## src/common/ocpe_pkg.sv

```systemverilog
package ocpe_pkg;

    localparam logic [7:0]  OFS_ROW_HI   = 8'h00;
    localparam logic [7:0]  OFS_ROW_MID  = 8'h04;
    localparam logic [7:0]  OFS_ROW_LO   = 8'h08;
    localparam logic [7:0]  OFS_ATTR_RD  = 8'h0c;
    localparam logic [7:0]  OFS_CTRL     = 8'h10;
    localparam logic [7:0]  OFS_PAL      = 8'h14;

    localparam int unsigned A_CTRL_B     = 15;
    localparam int unsigned A_UL2_B      = 9;
    localparam int unsigned A_UL1_B      = 8;
    localparam int unsigned A_SHIFT_B    = 7;
    localparam int unsigned A_TRANS_B    = 6;
    localparam int unsigned A_BLINK_B    = 5;
    localparam int unsigned A_ITAL_B     = 4;
    localparam int unsigned A_FRINGE_B   = 1;
    localparam int unsigned A_SMOOTH_B   = 0;

    localparam int unsigned C_UL2_B      = 15;
    localparam int unsigned C_UL1_B      = 14;
    localparam int unsigned C_BLINK_B    = 7;
    localparam int unsigned C_SIZE_SEL_B = 6;
    localparam int unsigned P_MODE_B     = 15;

    localparam logic [2:0]  COL_BLACK    = 3'h0;
    localparam logic [15:0] RST_WORD     = 16'h0000;
    localparam logic [4:0]  PERIOD_CYC   = 5'h10;
    localparam logic [2:0]  STALL_START  = 3'h4;
    localparam logic [2:0]  STALL_LAST   = 3'h6;
    localparam logic [4:0]  SHIFT_PIX    = 5'h08;
    localparam int unsigned HIST_W       = 32;

    typedef struct packed {
        logic       active;
        logic       fg;
        logic       bg;
        logic       ul;
        logic [2:0] color;
    } ocpe_pix_t;

    typedef struct packed {
        logic [15:0]       cur_shift;
        logic [15:0]       adj_shift;
        logic [15:0]       disp_cur;
        logic [15:0]       disp_adj;
        logic [15:0]       attr;
        logic [2:0]        fg_old;
        logic [14:0]       merged;
        logic              last_ctrl;
        logic [15:0]       ctrl;
        logic [15:0]       pal;
        logic [15:0]       row;
        logic [HIST_W-1:0] hist;
        logic [HIST_W-1:0] adj_hist;
        logic [4:0]        disp_cnt;
        logic [3:0]        pix_idx;
        logic [2:0]        rom_cnt;
        logic [13:0]       rom_addr;
        logic              rom_en;
        logic              stall;
        logic [31:0]       prdata;
        logic              pready;
        logic              pslverr;
        ocpe_pix_t         pix;
    } ocpe_state_t;

endpackage : ocpe_pkg

```

## src/rtl/ocpe_top.sv

```systemverilog
`timescale 1ns/100ps
`default_nettype none
module ocpe_top (
    input  wire logic           pclk,
    input  wire logic           presetn,
    input  wire logic           psel,
    input  wire logic           penable,
    input  wire logic           pwrite,
    input  wire logic [7:0]     paddr,
    input  wire logic [31:0]    pwdata,
    output logic      [31:0]    prdata,
    output logic                pready,
    output logic                pslverr,
    output logic      [13:0]    rom_addr,
    output logic                rom_en,
    input  wire logic [15:0]    rom_data,
    output logic                core_stall,
    output ocpe_pkg::ocpe_pix_t pix
);

    ocpe_pkg::ocpe_state_t st_ff;
    ocpe_pkg::ocpe_state_t nxt_st;

    // scaling of the latched row word
    function automatic logic [15:0] scale_word(
        input logic [15:0] row_w,
        input logic        triple,
        input logic [1:0]  k
    );
        logic [5:0]  p;
        logic [5:0]  s;
        logic [15:0] w;
        w = 16'h0000;
        for (int j = 0; j < 16; j++) begin
            p = 6'(int'(k) * 16 + 15 - j);
            s = triple ? 6'(p / 6'h03) : 6'(p >> 1);
            w[j] = row_w[4'(6'h0f - s)];
        end
        return w;
    endfunction : scale_word

    // foreground colour of an attribute word
    function automatic logic [2:0] fg_of(
        input logic [15:0] a,
        input logic [15:0] p
    );
        logic [2:0] c;
        c = a[11:9];
        if (p[ocpe_pkg::P_MODE_B]) begin
            case (a[11:10])
                2'h0:    c = p[8:6];
                2'h1:    c = p[11:9];
                2'h2:    c = p[2:0];
                2'h3:    c = p[5:3];
                default: c = a[11:9];
            endcase
        end
        return c;
    endfunction : fg_of

    logic              setup;
    logic              access;
    logic              wr;
    logic              mapped;
    logic              sel3;
    logic [31:0]       rd_val;
    logic [ocpe_pkg::HIST_W-1:0] nh;
    logic [ocpe_pkg::HIST_W-1:0] na;
    logic [4:0]        dly;
    logic              on;
    logic              on_s;
    logic              neigh;
    logic              adj_on;
    logic              fr;
    logic              ul;
    logic              use_new;
    logic [2:0]        fgc;

    assign setup  = psel && !penable;
    assign access = psel && penable && st_ff.pready;
    assign wr     = access && pwrite && !st_ff.pslverr;
    // size select from upper size bit
    assign sel3   = st_ff.ctrl[ocpe_pkg::C_SIZE_SEL_B];

    always_comb begin
        mapped = 1'b1;
        rd_val = 32'h0000_0000;
        case (paddr)
            ocpe_pkg::OFS_ROW_HI: begin
                rd_val = {16'h0000, scale_word(st_ff.row, sel3, 2'h0)};
            end
            ocpe_pkg::OFS_ROW_MID: begin
                rd_val = {16'h0000, scale_word(st_ff.row, sel3, 2'h1)};
            end
            ocpe_pkg::OFS_ROW_LO: begin
                rd_val = {16'h0000, sel3 ? scale_word(st_ff.row, 1'b1, 2'h2) : st_ff.row};
            end
            ocpe_pkg::OFS_ATTR_RD: begin
                rd_val = {16'h0000, st_ff.last_ctrl, st_ff.merged};
            end
            ocpe_pkg::OFS_CTRL: begin
                rd_val = {16'h0000, st_ff.ctrl};
            end
            ocpe_pkg::OFS_PAL: begin
                rd_val = {16'h0000, st_ff.pal};
            end
            default: begin
                mapped = 1'b0;
            end
        endcase
    end

    always_comb begin
        nxt_st = st_ff;

        // apb answer one cycle after setup
        nxt_st.pready = 1'b0;
        if (setup) begin
            nxt_st.pready  = 1'b1;
            nxt_st.pslverr = !mapped;
            nxt_st.prdata  = (mapped && !pwrite) ? rd_val : 32'h0000_0000;
        end else if (access) begin
            nxt_st.pslverr = 1'b0;
            nxt_st.prdata  = 32'h0000_0000;
        end

        // character rom access timing
        if (st_ff.rom_cnt != 3'h0) begin
            nxt_st.rom_cnt = st_ff.rom_cnt + 3'h1;
            if (st_ff.rom_cnt == ocpe_pkg::STALL_LAST) begin
                nxt_st.row     = rom_data;
                nxt_st.rom_cnt = 3'h0;
            end
        end

        // pixel pipeline
        nh      = {st_ff.hist[ocpe_pkg::HIST_W-2:0], st_ff.disp_cur[15]};
        na      = {st_ff.adj_hist[ocpe_pkg::HIST_W-2:0], st_ff.disp_adj[15]};
        dly     = (st_ff.attr[ocpe_pkg::A_SHIFT_B] ? ocpe_pkg::SHIFT_PIX : 5'h00)
                + (st_ff.attr[ocpe_pkg::A_ITAL_B] ? {1'b0, st_ff.ctrl[11:8]} : 5'h00);
        on      = nh[dly];
        neigh   = nh[5'(dly + 5'h01)];
        adj_on  = na[dly];
        on_s    = on || (st_ff.attr[ocpe_pkg::A_SMOOTH_B] && adj_on && neigh);
        if (st_ff.attr[ocpe_pkg::A_BLINK_B] && st_ff.ctrl[ocpe_pkg::C_BLINK_B]) begin
            on_s = 1'b0;
        end
        fr      = st_ff.attr[ocpe_pkg::A_FRINGE_B] && !on_s && adj_on;
        ul      = (st_ff.attr[ocpe_pkg::A_UL1_B] && st_ff.ctrl[ocpe_pkg::C_UL1_B])
                || (st_ff.pal[ocpe_pkg::P_MODE_B] && st_ff.attr[ocpe_pkg::A_UL2_B]
                    && st_ff.ctrl[ocpe_pkg::C_UL2_B]);
        use_new = st_ff.pix_idx >= {st_ff.attr[3:2], 2'h0};
        fgc     = use_new ? fg_of(st_ff.attr, st_ff.pal) : st_ff.fg_old;

        nxt_st.pix = '0;
        if (st_ff.disp_cnt != 5'h00) begin
            nxt_st.disp_cnt   = st_ff.disp_cnt - 5'h01;
            nxt_st.pix_idx    = st_ff.pix_idx + 4'h1;
            nxt_st.hist       = nh;
            nxt_st.adj_hist   = na;
            nxt_st.disp_cur   = {st_ff.disp_cur[14:0], 1'b0};
            nxt_st.disp_adj   = {st_ff.disp_adj[14:0], 1'b0};
            nxt_st.pix.active = 1'b1;
            nxt_st.pix.fg     = on_s;
            nxt_st.pix.ul     = ul;
            nxt_st.pix.bg     = !st_ff.attr[ocpe_pkg::A_TRANS_B] && !on_s && !fr && !ul;
            if (ul) begin
                nxt_st.pix.color = st_ff.pal[14:12];
            end else if (on_s) begin
                nxt_st.pix.color = fgc;
            end else if (fr) begin
                nxt_st.pix.color = ocpe_pkg::COL_BLACK;
            end else if (!st_ff.attr[ocpe_pkg::A_TRANS_B]) begin
                nxt_st.pix.color = st_ff.attr[14:12];
            end
        end

        if (wr) begin
            case (paddr)
                ocpe_pkg::OFS_ROW_HI: begin
                    nxt_st.cur_shift = pwdata[15:0];
                end
                ocpe_pkg::OFS_ROW_MID: begin
                    nxt_st.adj_shift = pwdata[15:0];
                end
                ocpe_pkg::OFS_ROW_LO: begin
                    nxt_st.attr      = pwdata[15:0];
                    nxt_st.fg_old    = fg_of(st_ff.attr, st_ff.pal);
                    nxt_st.disp_cnt  = ocpe_pkg::PERIOD_CYC;
                    nxt_st.pix_idx   = 4'h0;
                    nxt_st.disp_cur  = st_ff.cur_shift;
                    nxt_st.disp_adj  = st_ff.adj_shift;
                    nxt_st.cur_shift = ocpe_pkg::RST_WORD;
                    nxt_st.adj_shift = ocpe_pkg::RST_WORD;
                end
                ocpe_pkg::OFS_ATTR_RD: begin
                    nxt_st.last_ctrl = pwdata[ocpe_pkg::A_CTRL_B];
                    if (pwdata[ocpe_pkg::A_CTRL_B]) begin
                        nxt_st.merged[8:0] = pwdata[8:0];
                        nxt_st.rom_addr    = {9'h000, st_ff.ctrl[4:0]};
                    end else begin
                        nxt_st.merged[14:9] = pwdata[14:9];
                        nxt_st.rom_addr     = {pwdata[8:0], st_ff.ctrl[4:0]};
                    end
                    nxt_st.rom_cnt = 3'h1;
                end
                ocpe_pkg::OFS_CTRL: begin
                    nxt_st.ctrl = pwdata[15:0];
                end
                ocpe_pkg::OFS_PAL: begin
                    nxt_st.pal = pwdata[15:0];
                end
                default: begin
                    nxt_st.pal = st_ff.pal;
                end
            endcase
        end

        nxt_st.rom_en = nxt_st.rom_cnt != 3'h0;
        nxt_st.stall  = (nxt_st.rom_cnt >= ocpe_pkg::STALL_START)
                     && (nxt_st.rom_cnt <= ocpe_pkg::STALL_LAST);
    end

    always_ff @(posedge pclk or negedge presetn) begin
        if (!presetn) begin
            st_ff <= '0;
        end else begin
            st_ff <= nxt_st;
        end
    end

    assign prdata     = st_ff.prdata;
    assign pready     = st_ff.pready;
    assign pslverr    = st_ff.pslverr;
    assign rom_addr   = st_ff.rom_addr;
    assign rom_en     = st_ff.rom_en;
    assign core_stall = st_ff.stall;
    assign pix        = st_ff.pix;

endmodule : ocpe_top
`default_nettype wire

```

## config.mk

```make
export PLATFORM = sky130hd
export DESIGN_NAME = ocpe_top
export DESIGN_NICKNAME = d
export VERILOG_FILES = /design/src/common/ocpe_pkg.sv /design/src/rtl/ocpe_top.sv
export SDC_FILE = /design/constraint.sdc
export NUM_CORES = 1
export LEC_CHECK = 0
export ABC_AREA = 1
export BUFFER_PORTS_ARGS = -buffer_cell sky130_fd_sc_hd__buf_4
export CAP_MARGIN = 10
export CORE_MARGIN = 4
export CORE_UTILIZATION = 30
export CTS_BUF_LIST = sky130_fd_sc_hd__clkbuf_4 sky130_fd_sc_hd__clkbuf_8
export DETAILED_ROUTE_END_ITERATION = 7
export GPL_ROUTABILITY_DRIVEN = 0
export GPL_TIMING_DRIVEN = 1
export PLACE_DENSITY = 0.54
export SETUP_SLACK_MARGIN = 0.1
export SLEW_MARGIN = 0
export SYNTH_ARGS = -nofsm -noshare
export SYNTH_HDL_FRONTEND = slang
export SYNTH_SLANG_ARGS = --single-unit
```

## constraint.sdc

```tcl
create_clock -name pclk -period 2.4 [get_ports pclk]
set_clock_uncertainty 0.05 [all_clocks]
set_input_delay 0.12 -clock pclk [delete_from_list [all_inputs] [get_ports pclk]]
set_output_delay 0.12 -clock pclk [all_outputs]
set_load 0.02 [all_outputs]
```

==> metrics.yaml, run 1 <==
status:
  status: "completed"
worst_setup_path:
  crit_chain: "dlygate4sd3_1 > buf_4 > nand2_1 > dlygate4sd3_1 > buf_4 > inv_1 > nand2_1 > nor2_4 > nand2_1 > nand2_1 > dlygate4sd3_1"
  crit_type: "input port to flip-flop"
  critPathSlowestCell: "dlygate4sd3_1"
  worstSetupEndpointType: "flip-flop"
  startpoint_type: "input port"
  cpMostUsedCell: "nand2_1"
  crit_fanout: 19
  required_ns: 2.79
  crit_path_max_incr_delay_ns: 0.55
  arrival_ns: 2.55
detailed_routing:
  drc_errors: 0
  drtAntennaViolNets: 0
  wl_per_cell_um: 16.1
  via_count: 10500
  drt_iter0_drc: 932
  avgViaCountPerCell: 4.81
  wirelength_mm: 35.0
  drtPass1Iterations: 8
die:
  start_util_pct: 30.5
  core_sq_um: 41100
  die_h_um: 213
  rows: 74
  io_pins: 118
  die_w_um: 213
  die_area_sq_um: 45200
clock_network:
  cts.path.max_buffers: 3
  path_clk_slew_ns: 0.06
  cts_made_buffers: 45
  cts_tree: "done"
  cts_root_buf: "clkbuf_8"
  clkLatencyLatePin_ns: 0.58
  cts_sinks: 261
  htreeDepth: 2
power_and_ir_drop:
  p_leak_nw: 7.15
  p_per_area_nw_per_um2: 734
  vdd_drop_max_v: 0.000488
timing:
  fin_setup_tns_ns: 0
  finalSetupViolations: 0
  max_freq_ghz: 0.463
  slew_violations: 0
  max_slew_margin_pct: 45.7
  grt_setup_unrepaired: "no"
  tightestPinTransition_ns: 0.813
  fin_crit_ns: 2.16
  fin_crit_sh_pct: 89.9
  setup_ws_ns: 0.242
  final_hold_viol_count: 0
grt:
  grt_max_degree: 80
  gr-usage-met2_pct: 23.1
  grt_use_met1_pct: 23.1
  grt_use_total_pct: 15.5
  antenna_found_initial: 0
  overflow: 0
  grt_pass1_wl_mm: 56.1
  use_met3_pct: 3.13
  grt_pass1_vias: 10100
  busiest_layer: "met2"
finish:
  antenna_cells: 0
  drive_above_1_share_pct: 15.6
  area_delta_synth_final_pct: 19.1
  num-nets-final: 1681
synth:
  synth_ff_type: "dfrtp_1"
  syn_area_sq_um: 12600
  yosysSeqAreaShare_pct: 52.0
  synth_area_per_cell_sq_um: 8.28
  yosysTopAreaCell: "dfrtp_1"
  ys_types: 48
  ys_warn_count: 0
  synth_top_area_share_pct: 52.0
  ys_top_cells_by_area: "dfrtp_1, nand2_1, o21ai_0, nand3_1, buf_4"
  synth-edff-count: 0
  synth-seq-cells: 261
  async_flop_share_pct: 100
  syn_inst: 1516
place:
  post-dp-hpwl_mm: 23.7
  preCtsSetupSlack_ns: 0.105
  port_buffers: 85
hold_path:
  hp-class: "input port to flip-flop"
job:
  maxCapViolations: 0
[what timing repair did]
item / 4_1_cts / 5_1_grt
hold buffers: 39 / 0
gates resized for setup: 1 / 19
hold endpoints to repair: 385 / 0
pin swaps: 0 / 6
endpoints found under the setup margin: 3 / 6
buffers inserted: 0 / 2
[sequential cells by signal, indices dropped and copies added (netlist names)]
register	flops
core_stall	1
sel3	1
rom_addr	14
pslverr	1
nh	32
pix	7
pready	1
rom_en	1
prdata	16
na	32
st_ff	155
[cells in the mapped netlist, types with 14 or more instances]
cell      number
a21oi_1       24
a31oi_1       30
buf_4         53
nor3_1        24
nand3_1      106
inv_1        105
nor2_1        87
o21ai_0      183
nand2_1      438
clkbuf_1      60
mux2_2        14
dfrtp_1      261
[through the flow]
step                cells  cell area [sq um]  hold slack (ns)  total power [mW]  util, %
finish               2175              15000            0.161              11.0     36.4
global route         2175              15000            0.138              11.6     36.4
CTS                  2173              14900            0.119              11.1     36.2
detailed placement   2057              13500           0.0244              6.78     32.9
global placement     2057              13500           0.0198              6.74     32.9
floorplan            1531              12600           -0.226              6.17        -
[routing by layer]
layer	vias to the layer above	part of all wire, %
met1	5008	48
met4	0	1.5
met5	-	0
met3	43	6.2
met2	296	44
li1	5110	-
[path summary, 6_finish.rpt]
path,startpoint,to,slack [ns],cells past startpoint
max in group asynchronous,presetn,core_stall$_DFF_PN0_,1.12,4
hold / removal,paddr[3],st_ff[275]$_DFFE_PN0P_,0.16,5
setup reg to reg,st_ff[174]$_DFFE_PN0P_,pix[1]$_DFF_PN0_,0.26,15
hold reg to reg,st_ff[154]$_DFFE_PN0P_,st_ff[154]$_DFFE_PN0P_,0.43,2
setup / recovery,psel,prdata[0]$_DFFE_PN0P_,0.24,11
min in group asynchronous,presetn,na[30]$_DFFE_PN0N_,0.48,3
[area by class of cell]
| cell class | instances | area (sq um) |
|---|---|---|
| inverter | 110 | 413 |
| multi-input combinational | 1027 | 4940 |
| fill | 4222 | 26200 |
| sequential | 261 | 6540 |
| clock inverter | 5 | 27.5 |
| clock buffer | 72 | 910 |
| timing repair buffer | 168 | 1460 |
| tap | 532 | 666 |
[cells by family (layout without fill, tap and decap cells)]
| group | count (synthesis) | in the layout | share of synthesized area, % |
|---|---|---|---|
| multiplexers | 14 | 14 | 1.26 |
| buffers and inverters | 243 | 355 | 9.39 |
| XOR/XNOR | 8 | 8 | 0.558 |
| AND/OR/NAND/NOR | 683 | 683 | 22.6 |
| adder cells (fa/ha/maj) | 7 | 7 | 0.698 |
| flip-flops | 261 | 261 | 52.0 |
| AO/OA/AOI/OAI | 299 | 299 | 13.4 |
| other | 1 | 16 | 0.0299 |
[power by group]
part,switching (mW),internal [mW]
Sequential,0.286,4.75
Combinational,1.09,0.643
Clock,1.81,2.38
Total,3.20,7.78
[critical path, delay by kind of cell]
kind,cells,cell delay [ns]
simple gates,5,0.35
buf+inv,6,2.07
[placed cells by master (no fill, tap or decap), types with 14 or more instances in the layout]
master / netlist / layout
nand2_1: 438 / 437
dfrtp_1: 261 / 258
o21ai_0: 183 / 181
buf_4: 53 / 121
nand3_1: 106 / 106
inv_1: 105 / 101
nor2_1: 87 / 86
clkbuf_8: 0 / 59
dlygate4sd3_1: 0 / 38
a31oi_1: 30 / 30
a21oi_1: 24 / 24
nor3_1: 24 / 24
conb_1: 1 / 16
mux2_2: 14 / 14
(Power assumes the default switching activity.)
==> inputs of run 2 (changes only) <==
- PLACE_DENSITY: 0.54 -> 0.52
- clock period: 2.4 -> 2.55 ns (I/O delays scaled with it)
==> run 2 against run 1 <==
Flip-flop and latch count is the same. Register-to-register slack gained 0.05 ns. Clock power fell by 3%. Sequential share of layout area is 0.32 points higher. Via count fell by 0.16%.
==> metrics.yaml, run 2 (synthesis gave the netlist of run 1 again) <==
clock_network:
  cts.path.max_buffers: 3
  cts_made_buffers: 44
  htreeDepth: 2
  cts_sinks: 261
  cts_root_buf: "clkbuf_8"
  clkLatencyLatePin_ns: 0.59
  cts_tree: "done"
  path_clk_slew_ns: 0.07
timing:
  max_slew_margin_pct: 45.9
  finalSetupViolations: 0
  slew_violations: 0
  fin_setup_tns_ns: 0
  max_freq_ghz: 0.446
  final_hold_viol_count: 0
  grt_setup_unrepaired: "no"
  fin_crit_ns: 2.24
  fin_crit_sh_pct: 88.0
  setup_ws_ns: 0.306
  whs_ns: 0.0630
  tightestPinTransition_ns: 0.809
finish:
  antenna_cells: 0
  drive_above_1_share_pct: 14.9
  largest_reg_flops: 155
  fin_area_sq_um: 14800
  layout_commonest_cell: "nand2_1"
  largest-register: "st_ff"
  layout.cells.non_filler: 2160
  nFillCells: 4316
  layout_common_cells: "nand2_1, dfrtp_1, o21ai_0, buf_4, nand3_1"
  num-nets-final: 1666
  area_delta_synth_final_pct: 18.2
die:
  die_h_um: 213
  io_pins: 118
  die_w_um: 213
  core_sq_um: 41100
  die_area_sq_um: 45200
  rows: 74
  start_util_pct: 30.5
worst_setup_path:
  startpoint_type: "flip-flop"
  crit_fanout: 7
  arrival_ns: 2.66
  required_ns: 2.96
  crit_chain: "nand2_4 > inv_1 > ha_2 > buf_4 > a21oi_1 > o21ai_0 > nand3_1 > nand3_1 > nand2_1 > nand2_1 > nand3_2 > nand2_4 > a21oi_1 > nor2_1 > nor2_1"
  crit_type: "flip-flop to flip-flop"
  critPathSlowestCell: "dfrtp_2"
  worstSetupEndpointType: "flip-flop"
  crit_path_max_incr_delay_ns: 0.45
grt:
  grt_use_total_pct: 15.4
  antenna_found_initial: 1
  grt_pass1_vias: 10100
  overflow: 0
  grt_pass1_wl_mm: 56.0
  grt_max_degree: 104
detailed_routing:
  wirelength_mm: 35.0
  drt_iter0_drc: 958
  avgViaCountPerCell: 4.83
  drtPass1Iterations: 5
  drtAntennaViolNets: 0
  drc_errors: 0
  wl_per_cell_um: 16.2
  via_count: 10400
place:
  port_buffers: 85
  place_inst: 2046
  placement.cell_area_sq_um: 13500
  preCtsSetupSlack_ns: 0.215
  post-dp-hpwl_mm: 23.7
power_and_ir_drop:
  p_per_area_nw_per_um2: 702
  p_leak_nw: 7.10
  vdd_drop_max_v: 0.000435
status:
  status: "completed"
hold_path:
  hp-class: "input port to flip-flop"
job:
  maxCapViolations: 0
==> run 2: cell count changes in the layout (fill, tap and decap cells not counted), moves of 2 or more <==
cell           previous run  this run
buf_4                   121       109
clkbuf_4                 13        15
buf_12                    8         6
o21ai_1                   8         6
o21ai_0                 181       183
bufinv_16                 0         2
dlygate4sd3_1            38        36
inv_2                     8         5
clkbuf_8                 59        55
inv_1                   101       103
buf_6                     0         2
==> run 2: critical path: cells and delay by family, from the launching register on <==
family / cells / cell delay [ns]
AOI/OAI and AO/OA: 3 / 0.20
adders and majority gates: 1 / 0.42
buffers and inverters: 2 / 0.24
DFF: 1 / 0.45
and+or+nand+nor: 9 / 0.74
==> run 2: metal layers <==
metal  part of all wire (%)  vias up  track usage (%)
met5                      0        -                0
met4                    1.8        0             3.82
met3                    5.9       52             3.02
met2                     44      258             23.2
met1                     48     5051             22.9
li1                       -     5079                -
==> run 2: power by group <==
part	internal, mW	switching, mW	leakage (nW)
sequential	4.47	0.264	3.51
clock	2.35	1.72	0.509
combinational	0.592	1.02	3.08
total	7.42	3.00	7.10
==> run 2: layout make-up <==
class	count	area (sq um)	area share, %
multi-input combinational	1027	4930	33.2
timing repair buffer	154	1340	9.00
tap	532	666	4.49
sequential	261	6530	44.0
clock inverter	6	83.8	0.565
inverter	110	420	2.83
clock buffer	70	870	5.86
==> run 2: metrics by stage <==
step,utilization (%),power [mW]
after floorplan,-,5.81
after global placement,32.8,6.36
after detailed placement,32.8,6.39
after CTS,36.0,10.6
after global routing,36.1,11.0
final,36.1,10.4
==> run 2: timing repair <==
item / 4_1_cts / 5_1_grt
setup buffers: 0 / 2
hold buffers: 36 / 0
endpoints found under the setup margin: 0 / 5
hold endpoints to repair: 237 / 0
gates resized for setup: 0 / 10
==> run 2: final timing paths <==
check | startpoint | depth (start not counted) | to | slack (ns)
setup / recovery | st_ff[204]$_DFFE_PN0P_ | 15 | pix[0]$_DFF_PN0_ | 0.31
hold / removal | paddr[6] | 5 | pslverr$_DFFE_PN0P_ | 0.06
setup reg to reg | st_ff[204]$_DFFE_PN0P_ | 15 | pix[0]$_DFF_PN0_ | 0.31
hold reg to reg | st_ff[276]$_DFFE_PN0P_ | 2 | st_ff[276]$_DFFE_PN0P_ | 0.43
max in group asynchronous | presetn | 3 | prdata[12]$_DFFE_PN0P_ | 1.58
min in group asynchronous | presetn | 2 | na[28]$_DFFE_PN0N_ | 0.10
